## config.mk

```make
export PLATFORM = sky130hd
export DESIGN_NAME = mted_detector
export DESIGN_NICKNAME = d
export VERILOG_FILES = /design/src/mted_pkg.sv /design/src/mted_detector.sv
export SDC_FILE = /design/constraint.sdc
export NUM_CORES = 1
export LEC_CHECK = 0
export ABC_CLOCK_PERIOD_IN_PS = 5950
export BUFFER_PORTS_ARGS = -buffer_cell sky130_fd_sc_hd__buf_2
export CAP_MARGIN = 20
export CORE_MARGIN = 3
export CORE_UTILIZATION = 40
export DETAILED_ROUTE_END_ITERATION = 12
export GPL_ROUTABILITY_DRIVEN = 0
export SYNTH_ARGS = -nofsm -noshare
export SYNTH_HDL_FRONTEND = slang
export SYNTH_SLANG_ARGS = --single-unit
export TNS_END_PERCENT = 10
```

## constraint.sdc

```tcl
create_clock -name clk -period 5.95 [get_ports clk]
set_clock_uncertainty 0.2 [all_clocks]
set_input_delay 0.8925 -clock clk [delete_from_list [all_inputs] [get_ports clk]]
set_output_delay 0.8925 -clock clk [all_outputs]
set_load 0.05 [all_outputs]
```

## src/mted_pkg.sv

```systemverilog
/*
  Constants of the outside-of-thresholds event detector: register indices,
  field positions and reset values.
  Assumes an APB master with 32-bit data; byte address = index * 4.
*/
package mted_pkg;
  localparam int SAMPLE_W = 12;
  localparam int DBC_W    = 8;
  localparam int AXES     = 3;
  localparam int APB_AW   = 10;

  // Register indices
  localparam logic [7:0] IDX_STATUS   = 8'h2D;
  localparam logic [7:0] IDX_CONFIG   = 8'h30;
  localparam logic [7:0] IDX_UPPER    = 8'h31;
  localparam logic [7:0] IDX_LOWER    = 8'h32;
  localparam logic [7:0] IDX_DEBOUNCE = 8'h33;
  localparam logic [7:0] IDX_IRQ_ST   = 8'h34;
  localparam logic [7:0] IDX_IRQ_MASK = 8'h35;

  // Status byte fields; axis i uses X bit minus 2*i
  localparam int ST_EA_BIT    = 7;
  localparam int ST_RSV_BIT   = 6;
  localparam int ST_X_EF_BIT  = 5;
  localparam int ST_X_POL_BIT = 4;

  // Configuration fields
  localparam int CFG_X_EN_BIT   = 0;
  localparam int CFG_REL_BIT    = 3;
  localparam int CFG_LATCH_BIT  = 4;
  localparam int CFG_WAKE_BIT   = 5;
  localparam int CFG_ROUTE_BIT  = 6;
  localparam int CFG_PINSEL_BIT = 7;

  // Interrupt status fields
  localparam int IRQ_W        = 2;
  localparam int IRQ_RISE_BIT = 0;
  localparam int IRQ_FALL_BIT = 1;

  // Reset values
  localparam logic [7:0]        CONFIG_RST   = 8'h00;
  localparam logic [15:0]       UPPER_RST    = 16'h0000;
  localparam logic [15:0]       LOWER_RST    = 16'h0000;
  localparam logic [DBC_W-1:0]  DEBOUNCE_RST = 8'h00;
  localparam logic [7:0]        STATUS_RST   = 8'h00;
  localparam logic [IRQ_W-1:0]  IRQ_RST      = 2'h0;
endpackage

```

## src/mted_detector.sv

```systemverilog
/*
  Outside-of-thresholds event detector for a three-axis sensor, with its
  status, configuration and interrupt registers on an APB slave.
  Assumes one clock; sampleValid pulses once per output data rate period
  with fresh signed samples on xSample, ySample and zSample.
*/
// The APB register port is this design's own decision.
// Behaviour
// - Active flag only after debounce count periods
// - Unlatched active flag 0 while all axes inside
// - Axis flag set on or beyond threshold
// - Disabled axes never flag nor contribute
// - Polarity 1 upper, 0 lower
// - Absolute samples or sample deltas compared
// - No axis enabled means function inactive
// - Wake option restarts sleep timer while active
// - Active flag routable to either interrupt pin
// - Read-only status byte, bit 6 zero
// - Polarity captured when axis flag sets
// - Unlatched flags update once debounce reached
// - Z flag bit 1, Z polarity bit 0
`timescale 1ns/10ps
module mted_detector
  import mted_pkg::*;
#(
  parameter int DATA_W = SAMPLE_W
) (
  // Clock and reset
  input  wire logic              clk,
  input  wire logic              rst_n,
  // APB slave
  input  wire logic              psel,
  input  wire logic              penable,
  input  wire logic              pwrite,
  input  wire logic [APB_AW-1:0] paddr,
  input  wire logic [31:0]       pwdata,
  output logic      [31:0]       prdata,
  output logic                   pready,
  output logic                   pslverr,
  // Samples
  input  wire logic              sampleValid,
  input  wire logic [DATA_W-1:0] xSample,
  input  wire logic [DATA_W-1:0] ySample,
  input  wire logic [DATA_W-1:0] zSample,
  // Events
  output logic                   interrupt_pin_one,
  output logic                   interrupt_pin_two,
  output logic                   irq,
  output logic                   sleepTimerRestart,
  output logic                   sleepHold
);
  if (DATA_W < 2 || DATA_W > 16) begin : g_bad_width
    $error("DATA_W must be 2 to 16");
  end

  localparam int CMP_W = DATA_W + 1;

  logic [7:0]        configR, configNxt;
  logic [DATA_W-1:0] upperR, upperNxt, lowerR, lowerNxt;
  logic [DBC_W-1:0]  dbcR, dbcNxt, cntR, cntNxt;
  logic              eaR, eaNxt;
  logic [AXES-1:0]   efR, efNxt, polR, polNxt;
  logic [IRQ_W-1:0]  irqStR, irqStNxt, irqMaskR, irqMaskNxt;
  logic [DATA_W-1:0] prevR [AXES], prevNxt [AXES];

  logic [DATA_W-1:0] sampleVal [AXES];
  logic signed [CMP_W-1:0] cmpVal [AXES];
  logic signed [CMP_W-1:0] upperExt, lowerExt;
  logic [AXES-1:0]   outside, atUpper, axisEn;
  logic              anyOut, reached, latchMode, relMode;
  logic [DBC_W:0]    cntInc;
  logic [7:0]        regIdx, statusByte;
  logic              acc, rdAcc, wrAcc, mapped;
  logic              statusRd, irqRd;

  assign sampleVal[0] = xSample;
  assign sampleVal[1] = ySample;
  assign sampleVal[2] = zSample;

  assign axisEn    = configR[CFG_X_EN_BIT +: AXES];
  assign relMode   = configR[CFG_REL_BIT];
  assign latchMode = configR[CFG_LATCH_BIT];
  assign upperExt  = CMP_W'(signed'(upperR));
  assign lowerExt  = CMP_W'(signed'(lowerR));

  // Per-axis comparison
  for (genvar i = 0; i < AXES; i++) begin : g_axis
    logic signed [CMP_W-1:0] cur, prv;
    assign cur = CMP_W'(signed'(sampleVal[i]));
    assign prv = CMP_W'(signed'(prevR[i]));
    // Delta of two DATA_W values fits CMP_W exactly
    assign cmpVal[i] = relMode ? cur - prv : cur;
    assign atUpper[i] = cmpVal[i] >= upperExt;
    assign outside[i] = axisEn[i] &&
                        (atUpper[i] || cmpVal[i] <= lowerExt);
    // Status byte: X at 5/4, Y at 3/2, Z at 1/0
    assign statusByte[ST_X_EF_BIT - 2*i]  = efR[i];
    assign statusByte[ST_X_POL_BIT - 2*i] = polR[i];
  end

  assign statusByte[ST_EA_BIT]  = eaR;
  assign statusByte[ST_RSV_BIT] = 1'b0;

  assign anyOut  = |outside;
  assign cntInc  = {1'b0, cntR} + 1'b1;
  // Count includes the current period, so a count of 0 or 1 acts at once
  assign reached = anyOut && (cntInc >= {1'b0, dbcR});

  // APB decode
  assign regIdx  = paddr[APB_AW-1:2];
  assign acc     = psel && penable;
  assign rdAcc   = acc && !pwrite;
  assign wrAcc   = acc && pwrite;
  assign mapped  = (paddr[1:0] == 2'h0) &&
                   (regIdx == IDX_STATUS || regIdx == IDX_CONFIG ||
                    regIdx == IDX_UPPER || regIdx == IDX_LOWER ||
                    regIdx == IDX_DEBOUNCE || regIdx == IDX_IRQ_ST ||
                    regIdx == IDX_IRQ_MASK);
  assign statusRd = rdAcc && mapped && regIdx == IDX_STATUS;
  assign irqRd    = rdAcc && mapped && regIdx == IDX_IRQ_ST;
  assign pready   = 1'b1;
  assign pslverr  = acc && !mapped;

  always_comb begin
    prdata = 32'h0000_0000;
    if (mapped) begin
      unique case (regIdx)
        IDX_STATUS:   prdata[7:0] = statusByte;
        IDX_CONFIG:   prdata[7:0] = configR;
        IDX_UPPER:    prdata[DATA_W-1:0] = upperR;
        IDX_LOWER:    prdata[DATA_W-1:0] = lowerR;
        IDX_DEBOUNCE: prdata[DBC_W-1:0] = dbcR;
        IDX_IRQ_ST:   prdata[IRQ_W-1:0] = irqStR;
        IDX_IRQ_MASK: prdata[IRQ_W-1:0] = irqMaskR;
        default:      prdata = 32'h0000_0000;
      endcase
    end
  end

  // Next state: registers, detector, interrupt status
  always_comb begin
    logic [AXES-1:0] efBase;
    logic            eaBase;
    efBase     = (statusRd && latchMode) ? '0 : efR;
    eaBase     = (statusRd && latchMode) ? 1'b0 : eaR;
    configNxt  = configR;
    upperNxt   = upperR;
    lowerNxt   = lowerR;
    dbcNxt     = dbcR;
    irqMaskNxt = irqMaskR;
    if (wrAcc && mapped) begin
      unique case (regIdx)
        IDX_CONFIG:   configNxt = pwdata[7:0];
        IDX_UPPER:    upperNxt = pwdata[DATA_W-1:0];
        IDX_LOWER:    lowerNxt = pwdata[DATA_W-1:0];
        IDX_DEBOUNCE: dbcNxt = pwdata[DBC_W-1:0];
        IDX_IRQ_MASK: irqMaskNxt = pwdata[IRQ_W-1:0];
        default:      configNxt = configR;
      endcase
    end
    cntNxt  = cntR;
    efNxt   = efBase;
    polNxt  = polR;
    eaNxt   = eaBase;
    prevNxt = prevR;
    if (sampleValid) begin
      prevNxt = sampleVal;
      if (!anyOut) begin
        cntNxt = '0;
      end else if (!cntInc[DBC_W]) begin
        cntNxt = cntInc[DBC_W-1:0];
      end
      for (int i = 0; i < AXES; i++) begin
        // Latched: only a freshly set flag captures polarity
        if (reached && outside[i] && !(latchMode && efBase[i])) begin
          polNxt[i] = atUpper[i];
        end
      end
      if (latchMode) begin
        efNxt = efBase | (reached ? outside : '0);
        eaNxt = eaBase | reached;
      end else begin
        efNxt = reached ? outside : '0;
        eaNxt = reached;
      end
    end
    // A new event wins over a clearing read
    irqStNxt = irqRd ? IRQ_RST : irqStR;
    irqStNxt[IRQ_RISE_BIT] = irqStNxt[IRQ_RISE_BIT] | (eaNxt && !eaR);
    irqStNxt[IRQ_FALL_BIT] = irqStNxt[IRQ_FALL_BIT] | (!eaNxt && eaR);
  end

  always_ff @(posedge clk or negedge rst_n) begin
    if (!rst_n) begin
      configR  <= CONFIG_RST;
      upperR   <= UPPER_RST[DATA_W-1:0];
      lowerR   <= LOWER_RST[DATA_W-1:0];
      dbcR     <= DEBOUNCE_RST;
      irqMaskR <= IRQ_RST;
      irqStR   <= IRQ_RST;
      cntR     <= '0;
      eaR      <= STATUS_RST[ST_EA_BIT];
      efR      <= '0;
      polR     <= '0;
      for (int i = 0; i < AXES; i++) begin
        prevR[i] <= '0;
      end
    end else begin
      configR  <= configNxt;
      upperR   <= upperNxt;
      lowerR   <= lowerNxt;
      dbcR     <= dbcNxt;
      irqMaskR <= irqMaskNxt;
      irqStR   <= irqStNxt;
      cntR     <= cntNxt;
      eaR      <= eaNxt;
      efR      <= efNxt;
      polR     <= polNxt;
      prevR    <= prevNxt;
    end
  end

  // Event outputs
  assign interrupt_pin_one = configR[CFG_ROUTE_BIT] &&
                             !configR[CFG_PINSEL_BIT] && eaR;
  assign interrupt_pin_two = configR[CFG_ROUTE_BIT] &&
                             configR[CFG_PINSEL_BIT] && eaR;
  assign irq = |(irqStR & irqMaskR);
  // Sleep stays held off for as long as the flag stands
  assign sleepHold = configR[CFG_WAKE_BIT] && eaR;
  assign sleepTimerRestart = sleepHold && sampleValid;
endmodule

```

== Word level (Yosys, flattened, before mapping) ==
Index checks and enable logic that the tools add are counted.
Widths: inputs -> output; s select.
Word-level totals
  memories kept: 0
  bits in registers: 95
  latch bits: 0
  bits in writable memories: 0
  bits of input ports: 84
  memory bits (read-only): 0
  word-level logic and storage cells: 116
Operators by class
  add/subtract/negate cells: 4
  div/mod/pow operators: 0
  reduce and logical (&&, ||, !) cells: 60
  shifts and indexed selects: 0
  order comparisons: 7
  equal/unequal tests: 8
  $mul: 0
  mux-type cells: 17
  bitwise operators: 5
Operators with widths (count)
  $eq 8x6->1 const B: 7
  $ge 13x12->1: 3
  $le 13x12->1: 3
  $mux 13: 3
  $sub 12x12->13: 3
  $logic_and 1x1->1: 31
  $pmux 6 s5: 1
  $reduce_and 2->1: 9
  $mux 8: 2
  $pmux 2 s7: 1
  $mux 12: 1
  $mux 3: 4
  $add 8x1->9 const B: 1
  $ge 9x8->1: 1
  $logic_or 1x1->1: 9
  $logic_not 1->1: 8
  $pmux 4 s2: 1
  $mux 1: 3
  $or 1x1->1: 3
  $or 3x3->3: 1
  $reduce_or 3->1: 1
  $and 2x2->2: 1
  $logic_not 2->1: 1
  $mux 2: 1
  2 further kinds: 2

== Longest topological paths before layout ==
Gate-level depths: netlist of the first run.
  word-level depth: 18
  mapped depth: 22

== Worst setup path after synthesis of the first run ==
OpenSTA, ideal clock, no wires.
  path kind: input port to flip-flop
  start: input xSample[0]
  end: register cntR[5]
  cell stages on the path: 22
  arrival: 5.424 ns
  library setup time: 0.125 ns
  setup slack: 0.201 ns
  path buffers: 1
  cell sequence: inv_1 ha_1 inv_1 fa_1 a21o_1 a21oi_1 o21bai_1 a21oi_1 o21ai_0 a41o_1 a2111oi_0 or3_1 ha_1 nand4_1 nor2_1 a221oi_1 mux2_4 o41a_1 or3_1 buf_6 and4_1 mux2_2
Between the ends
  longest elaborated chain between the ends: 8
  elaborated cells on any way between the ends: 10
  classes of those cells: add/sub (1); order compare (2); eq/ne (1); mux (2); reduce/logical (4)
Ends and longest elaborated chain
  from (decl): line mted_detector.sv:42  | input wire logic [DATA_W-1:0] xSample,
  $sub 12x12->13: line mted_detector.sv:92  | assign cmpVal[i] = relMode ? cur - prv : cur;
  $mux 13 *: line mted_detector.sv:92
  $ge 13x12->1 or $le 13x12->1 (tied branches): line mted_detector.sv:93, mted_detector.sv:95
  $logic_or 1x1->1 *: line mted_detector.sv:95  | (atUpper[i] || cmpVal[i] <= lowerExt);
  $logic_and 1x1->1 *: line mted_detector.sv:94  | assign outside[i] = axisEn[i] &&
  $reduce_or 3->1 *: line mted_detector.sv:104  | assign anyOut = |outside;
  $ne 2x2->1 (no source line)
  $reduce_and 2->1 (no source line)
  to (signal assigned): line mted_detector.sv:215  | cntR <= cntNxt;
  to (decl): line mted_detector.sv:60  | logic [DBC_W-1:0] dbcR, dbcNxt, cntR, cntNxt;
Mark *: on every way between the ends. The rest lies on a longest branch, timed or not.
A chain may end at the register's enable or synchronous reset.

== Final worst setup path of the first run ==
Same ends and word-level chain as after synthesis.

==> metrics, run 1 <==
status finished, final reports clean; Leak 4.48 nW; # rows between 50 and 60; largest area contributor in the netlist dfrtp_1; post-synth top area share approximately 28%; # diodes 0; top-count cell post-synth ha_1; I/O pin count ~120; Layout Nets about 1,200; CTS tree done; Buf+Inv Stages, Crit Path 3; routed wire length per instance approximately 16 um; crit path cell chain buf_2 -> inv_1 -> ha_1 -> inv_1 -> fa_1 -> a21o_1 -> a21oi_1 -> o21bai_1 -> a21oi_1 -> o21ai_0 -> a41o_1 -> a2111oi_0 -> or3_1 -> ha_1 -> nand4_1 -> nor2_1 -> a221oi_1 -> mux2_4 -> o41a_1 -> or3_4 -> and4_1 -> mux2_2; CP startpoint xSample[0]; number of flops mapped to enable cells by yosys 0; Core Box Area 0.0205 mm2; Synth Flop Type dfrtp_1; routed wire length approximately 21,000 um; I/O Buffers a little over 80; top cells by count, synth ha_1 (123), inv_1 (104), dfrtp_1 (95); Setup WS post-layout 0.314 ns; Reg area roughly 0.0024 mm2; DP Wirelength approximately 17,000 um; slew margin rel. between 30 and 40%; All-Layer GR Usage 19.0%; CP max stage delay approximately 0.46 ns; # DRC 0; fin crit share roughly 95%; maximum clock rate 0.177 GHz; pin count of the biggest net entering global routing just under 70; Startpoint Class primary input; final core occ a little under half; fill cell count 2,043; vias in the first global route 6,469; Overall Power between 1.5 and 2 mW; final hold vios 0; initial antenna violation count 0; Reg-to-Reg End cntR[5]; fin crit period around 5.6 ns; Crit Path Max Fanout 9; Iteration-0 DRC Markers 363; worst skew pair latency between 0.3 and 0.4 ns; Worst R2R Setup Slack between 0.6 and 0.7 ns; clk root buf clkbuf_16; max_cap viols 0; post-synthesis cell area 0.00843 mm2; final setup violation count 0; Overflow after GRT 0; Starting Density between 40% and 50%; crit end category flop; Top delay family on crit path compound AO/OA/AOI/OAI gates; Slew @ Worst Pin between 0.9 and 1 ns; cell count of the worst reg-to-reg path 20; Synth Register Bits 95; DRT antenna net count 0; via count roughly 6,900; Max VDD drop 0.000139 V; first-pass GRT wire length 33,800 um; pre-CTS setup slack -0.167 ns; 1st-pass router iterations 5; maximum level of the CTS H-tree 3; CTS Buf Count 9; Synth async-reset ratio 100%; Netlist cell types 62; post-DR vias/cell 5.31; Hold Path Class primary input to async pin; ranking of synthesized cells by area dfrtp_1 (28%), ha_1 (18%), mux2_2 (9.6%); worst r2r src g_axis[0].prv[0]; Worst Path Class, Setup primary input to flop; Layout area overhead 12.5%; unrepaired setup endpoints after global routing no; PwrDens approximately 180 mW/mm2; share of cells above drive strength 1 20.4%; Longest Clk Path Bufs 2; clk slew on worst S/H paths around 0.070 ns; Crit-path slowest cell o41a_1; die height approximately 150 um; design area about 0.0095 mm2; mean post-synth cell area ~9 um2; CP required 6.00 ns; sequential area share after synthesis about 28%; Ys Warns 0; multi-input logic area ~0.0055 mm2; Die Width about 150 um; Post-Synthesis Cells slightly above 900; dpl cell area approximately 0.0092 mm2; CP arrival about 5.7 ns; pins over their slew limit 0; # clock sinks 95; die area 0.0229 mm2
[where the power goes]
group / total (mW) / switching (mW) / leakage, nW / internal [mW]
Combinational: 0.438 / 0.251 / 3.08 / 0.187
Clock: 0.593 / 0.297 / 0.139 / 0.296
Sequential: 0.674 / 0.00679 / 1.26 / 0.667
[per-stage QoR]
stage | setup TNS, ns | hold slack, ns | cells
after floorplan | 0 | 0.268 | 951
final | 0 | 0.279 | 1298
after CTS | 0 | 0.297 | 1298
after global routing | 0 | 0.306 | 1298
after detailed placement | -0.562 | 0.300 | 1282
after global placement | -0.234 | 0.291 | 1281
[kinds of logic (layout without fill, tap and decap cells)]
kind of cell	count (synthesis)	count (layout)	share of synthesized area [%]
buffers and inverters	150	227	7.71
AND/OR/NAND/NOR	234	234	13.6
AO/OA/AOI/OAI	209	209	16.1
multiplexers	88	88	12.5
flip-flops	95	95	28.2
other	2	21	0.0890
XOR/XNOR	28	28	2.91
adder cells (fa/ha/maj)	126	126	19.0
[layout by cell type (no fill, tap or decap), drive strengths merged, types with 6 or more instances in the layout]
cell / count
mux2i: 7
mux4: 6
nor3: 20
buf: 107
or2: 6
o22ai: 6
o21a: 10
conb: 21
a21oi: 39
a22o: 6
nor2: 50
nand2: 67
ha: 123
nand4: 19
xnor2: 22
or3: 11
a21boi: 6
nand3: 13
and3: 7
dfrtp: 95
o21ai: 60
inv: 108
nor2b: 15
mux2: 75
a21o: 14
a22oi: 9
nand2b: 11
clkbuf: 10
o211ai: 8
a31oi: 7
a211oi: 11
xor2: 6
[what timing repair did]
item	CTS	global route
setup endpoints to repair	0	2
gates resized for setup	0	1
hold buffers	0	0
buffers inserted	0	0
[routing by layer]
layer | track usage [%] | up-vias | share of wire (%)
met3 | 3.23 | 24 | 4.4
met4 | 4.94 | 0 | 1.9
met5 | 0 | - | 0
met1 | 26.5 | 3233 | 48
li1 | - | 3478 | -
met2 | 30.5 | 157 | 46
[how the worst max path moves through the flow]
stage,slack [ns],to,depth (start not counted)
global placement,-0.12,cntR[5],22
finish,0.31,cntR[5],22
global route,0.04,cntR[5],22
floorplan,0.20,cntR[5],22
detailed placement,-0.17,cntR[5],22
CTS,0.18,cntR[5],22
[cell type report]
class	instances	area share (%)
Multi-Input combinational cell	706	57.8
Sequential cell	95	25.1
Timing Repair Buffer	107	6.40
Inverter	104	4.11
Tap cell	270	3.56
Clock buffer	10	2.41
Clock inverter	6	0.620
[state kept, by name, indices dropped and copies added, names as in the netlist]
| name | flops |
|---|---|
| irqMaskR | 2 |
| irqStR | 2 |
| efR | 3 |
| g_axis.prv | 36 |
| eaR | 1 |
| cntR | 8 |
| configR | 8 |
| lowerR | 12 |
| dbcR | 8 |
| upperR | 12 |
| polR | 3 |
No activity file was read; power rests on OpenSTA's default activity.
==> run 2: changes to the inputs <==
--- a/config.mk
+++ b/config.mk
@@ -9,10 +9,11 @@
 export BUFFER_PORTS_ARGS = -buffer_cell sky130_fd_sc_hd__buf_2
 export CAP_MARGIN = 20
 export CORE_MARGIN = 3
-export CORE_UTILIZATION = 40
+export CORE_UTILIZATION = 59
 export DETAILED_ROUTE_END_ITERATION = 12
 export GPL_ROUTABILITY_DRIVEN = 0
+export PLACE_DENSITY = 0.82
 export SYNTH_ARGS = -nofsm -noshare
 export SYNTH_HDL_FRONTEND = slang
 export SYNTH_SLANG_ARGS = --single-unit
-export TNS_END_PERCENT = 10
+export TNS_END_PERCENT = 100
==> run 2 against run 1 <==
Compared with the run above: clock power fell by 1%; largest cell class unchanged; register-to-register slack improved by 0.02 ns; clock-buffer cell count rose by 1; fmax fell by 0.12%; hold slack got worse by 0.0054 ns; die area fell by 31%.
==> metrics, run 2 (synthesis gave the netlist of run 1 again) <==
status finished, final reports clean; Leak 4.44 nW (-0.80%); Overflow after GRT 0 (unchanged); Die Width 126 um (-17%); maximum level of the CTS H-tree 3 (unchanged); die area 0.0158 mm2 (-31%); first-pass GRT wire length 33,100 um (-1.9%); CTS resizes 0 (unchanged); Iteration-0 DRC Markers 397 (+9.4%); Hold Path Class primary input to async pin; final core occ 66.9% (+21 points); Worst Path Class, Setup primary input to flop; end point of the critical path cntR[1]; Layout Nets 1,226 (-0.57%); cell count of the worst reg-to-reg path 21 (+5.0%); CTS Buf Count 9 (unchanged); crit path cell chain buf_2 -> inv_1 -> ha_1 -> inv_1 -> fa_1 -> a21o_1 -> a21oi_1 -> o21bai_1 -> a21oi_1 -> o21ai_0 -> a41o_1 -> a2111oi_0 -> or3_1 -> ha_1 -> nand4_1 -> nor2_1 -> a221oi_2 -> mux2_4 -> o41a_1 -> or3_4 -> buf_4 -> a21boi_1 -> o22ai_1; post-CTS setup repair buffer count 0 (unchanged); final setup violation count 0 (unchanged); share of cells above drive strength 1 19.7% (-0.72 points); pin count of the biggest net entering global routing 66 (-4.3%); flip-flop count of the largest register after layout 36 (unchanged); Starting Density 60.5% (+19 points); Layout area overhead 10.5%; unrepaired setup endpoints after global routing no; PwrDens 182 mW/mm2 (+1.4%); routed wire length per instance 17.1 um (+4.2%); via count 7,117 (+3.3%); Reg-to-Reg End cntR[1]; Longest Clk Path Bufs 2 (unchanged); die height 126 um (-17%); post-DR vias/cell 5.93 (+12%); # clock sinks 95 (unchanged); Slew @ Worst Pin 0.821 ns (-0.0877 ns); clk root buf clkbuf_16; dpl cells 1,184 (-7.6%); vias in the first global route 6,897 (+6.6%); Core Box Area 0.0139 mm2 (-32%); most common cell after layout, fill and taps aside ha_1; Startpoint Class primary input; maximum clock rate 0.177 GHz (-0.12%); most frequent cells in the layout ha_1 (123), inv_1 (104), dfrtp_1 (95); CP arrival 5.68 ns (about the same); design area 0.00932 mm2 (-1.8%); # diodes 0 (unchanged); Routed met1 length 9020 um (-12%); CTS tree done; Crit-path slowest cell o41a_1; routed wire length 20,600 um (-3.6%); I/O pin count 123 (unchanged); met3 wire length 1270 um (+33%); # DRC 0 (unchanged); crit end category flop; DRT antenna net count 0 (unchanged); slew margin rel. 45.3% (+6.0 points); fin crit share 94.8% (+0.11 points); DP Wirelength 15,800 um (-4.3%); highest routed layer met4; Worst R2R Setup Slack 0.65 ns (+0.02 ns); Hold Buf Count CTS 0 (unchanged); Overall Power 1.70 mW (-0.41%); All-Layer GR Usage 26.1% (+7.1 points); # rows 43 (-17%); max_cap viols 0 (unchanged); I/O Buffers 81 (unchanged); worst r2r src g_axis[0].prv[0]; CP required 5.99 ns (about the same); dpl cell area 0.00901 mm2 (-2.0%); worst skew pair latency 0.36 ns (about the same); final hold vios 0 (unchanged); pins over their slew limit 0 (unchanged); Crit Path Max Fanout 6 (-3); CP max stage delay 0.45 ns (about the same); initial antenna violation count 0 (unchanged); fill cell count 1,120 (-45%); DR WL met2 9650 um (-0.94%); TNS Setup 0 ns (unchanged); 1st-pass router iterations 5 (unchanged); Post-Layout Cell Count 1,200 (-7.6%); clk slew on worst S/H paths 0.06 ns (about the same); fin crit period 5.64 ns (+0.00655 ns); Max VDD drop 0.000132 V (-5.0%); CP startpoint xSample[0]
==> run 2: changes by cell type in the layout (fill, tap and decap cells not counted), sizes merged <==
cell    delta
buf        -8
bufinv     +1
clkbuf     +2
inv        -3
==> run 2: worst min path at each step <==
stage                             to  cells past startpoint  slack, ns       from
global route        g_axis[0].prv[8]                      1       0.30      rst_n
detailed placement           polR[1]                      1       0.30    polR[1]
CTS                 g_axis[0].prv[8]                      1       0.28      rst_n
global placement             polR[1]                      1       0.29    polR[1]
finish              g_axis[0].prv[8]                      1       0.27      rst_n
floorplan                  irqStR[1]                      2       0.27  irqStR[1]
==> run 2: worst max-delay path: cells and delay by family <==
kind / cells / cell delay [ns]
buf+inv: 4 / 0.39
fa+ha+maj: 3 / 0.79
compound gates: 11 / 2.44
mux: 1 / 0.34
simple gates: 4 / 0.81
==> run 2: area by class of cell <==
type,count,area [um2],share of cell area [%]
clock buffers,11,233,2.50
clock inverters,4,55.1,0.591
inverters,104,390,4.19
multi-input cells,706,5490,58.9
flip-flops and latches,95,2380,25.5
well taps,180,225,2.42
repair buffers,100,551,5.91
==> run 2: routing by layer <==
metal  up-vias  track usage [%]
met5         -                0
met4         0             10.3
met3        46             5.81
met2       212             43.1
met1      3392             33.4
li1       3467                -
==> run 2: report_power, final <==
group	internal, mW	total (mW)	switching [mW]
clock	0.326	0.585	0.259
combinational	0.183	0.437	0.254
sequential	0.668	0.675	0.00734
total	1.18	1.70	0.520
==> run 2: through the flow <==
stage | worst slack, ns | hold slack (ns)
2_1_floorplan | 0.201 | 0.268
3_3_place_gp | -0.0536 | 0.291
3_5_place_dp | -0.127 | 0.299
4_1_cts | 0.205 | 0.281
5_1_grt | 0.0237 | 0.300
6_report | 0.308 | 0.274
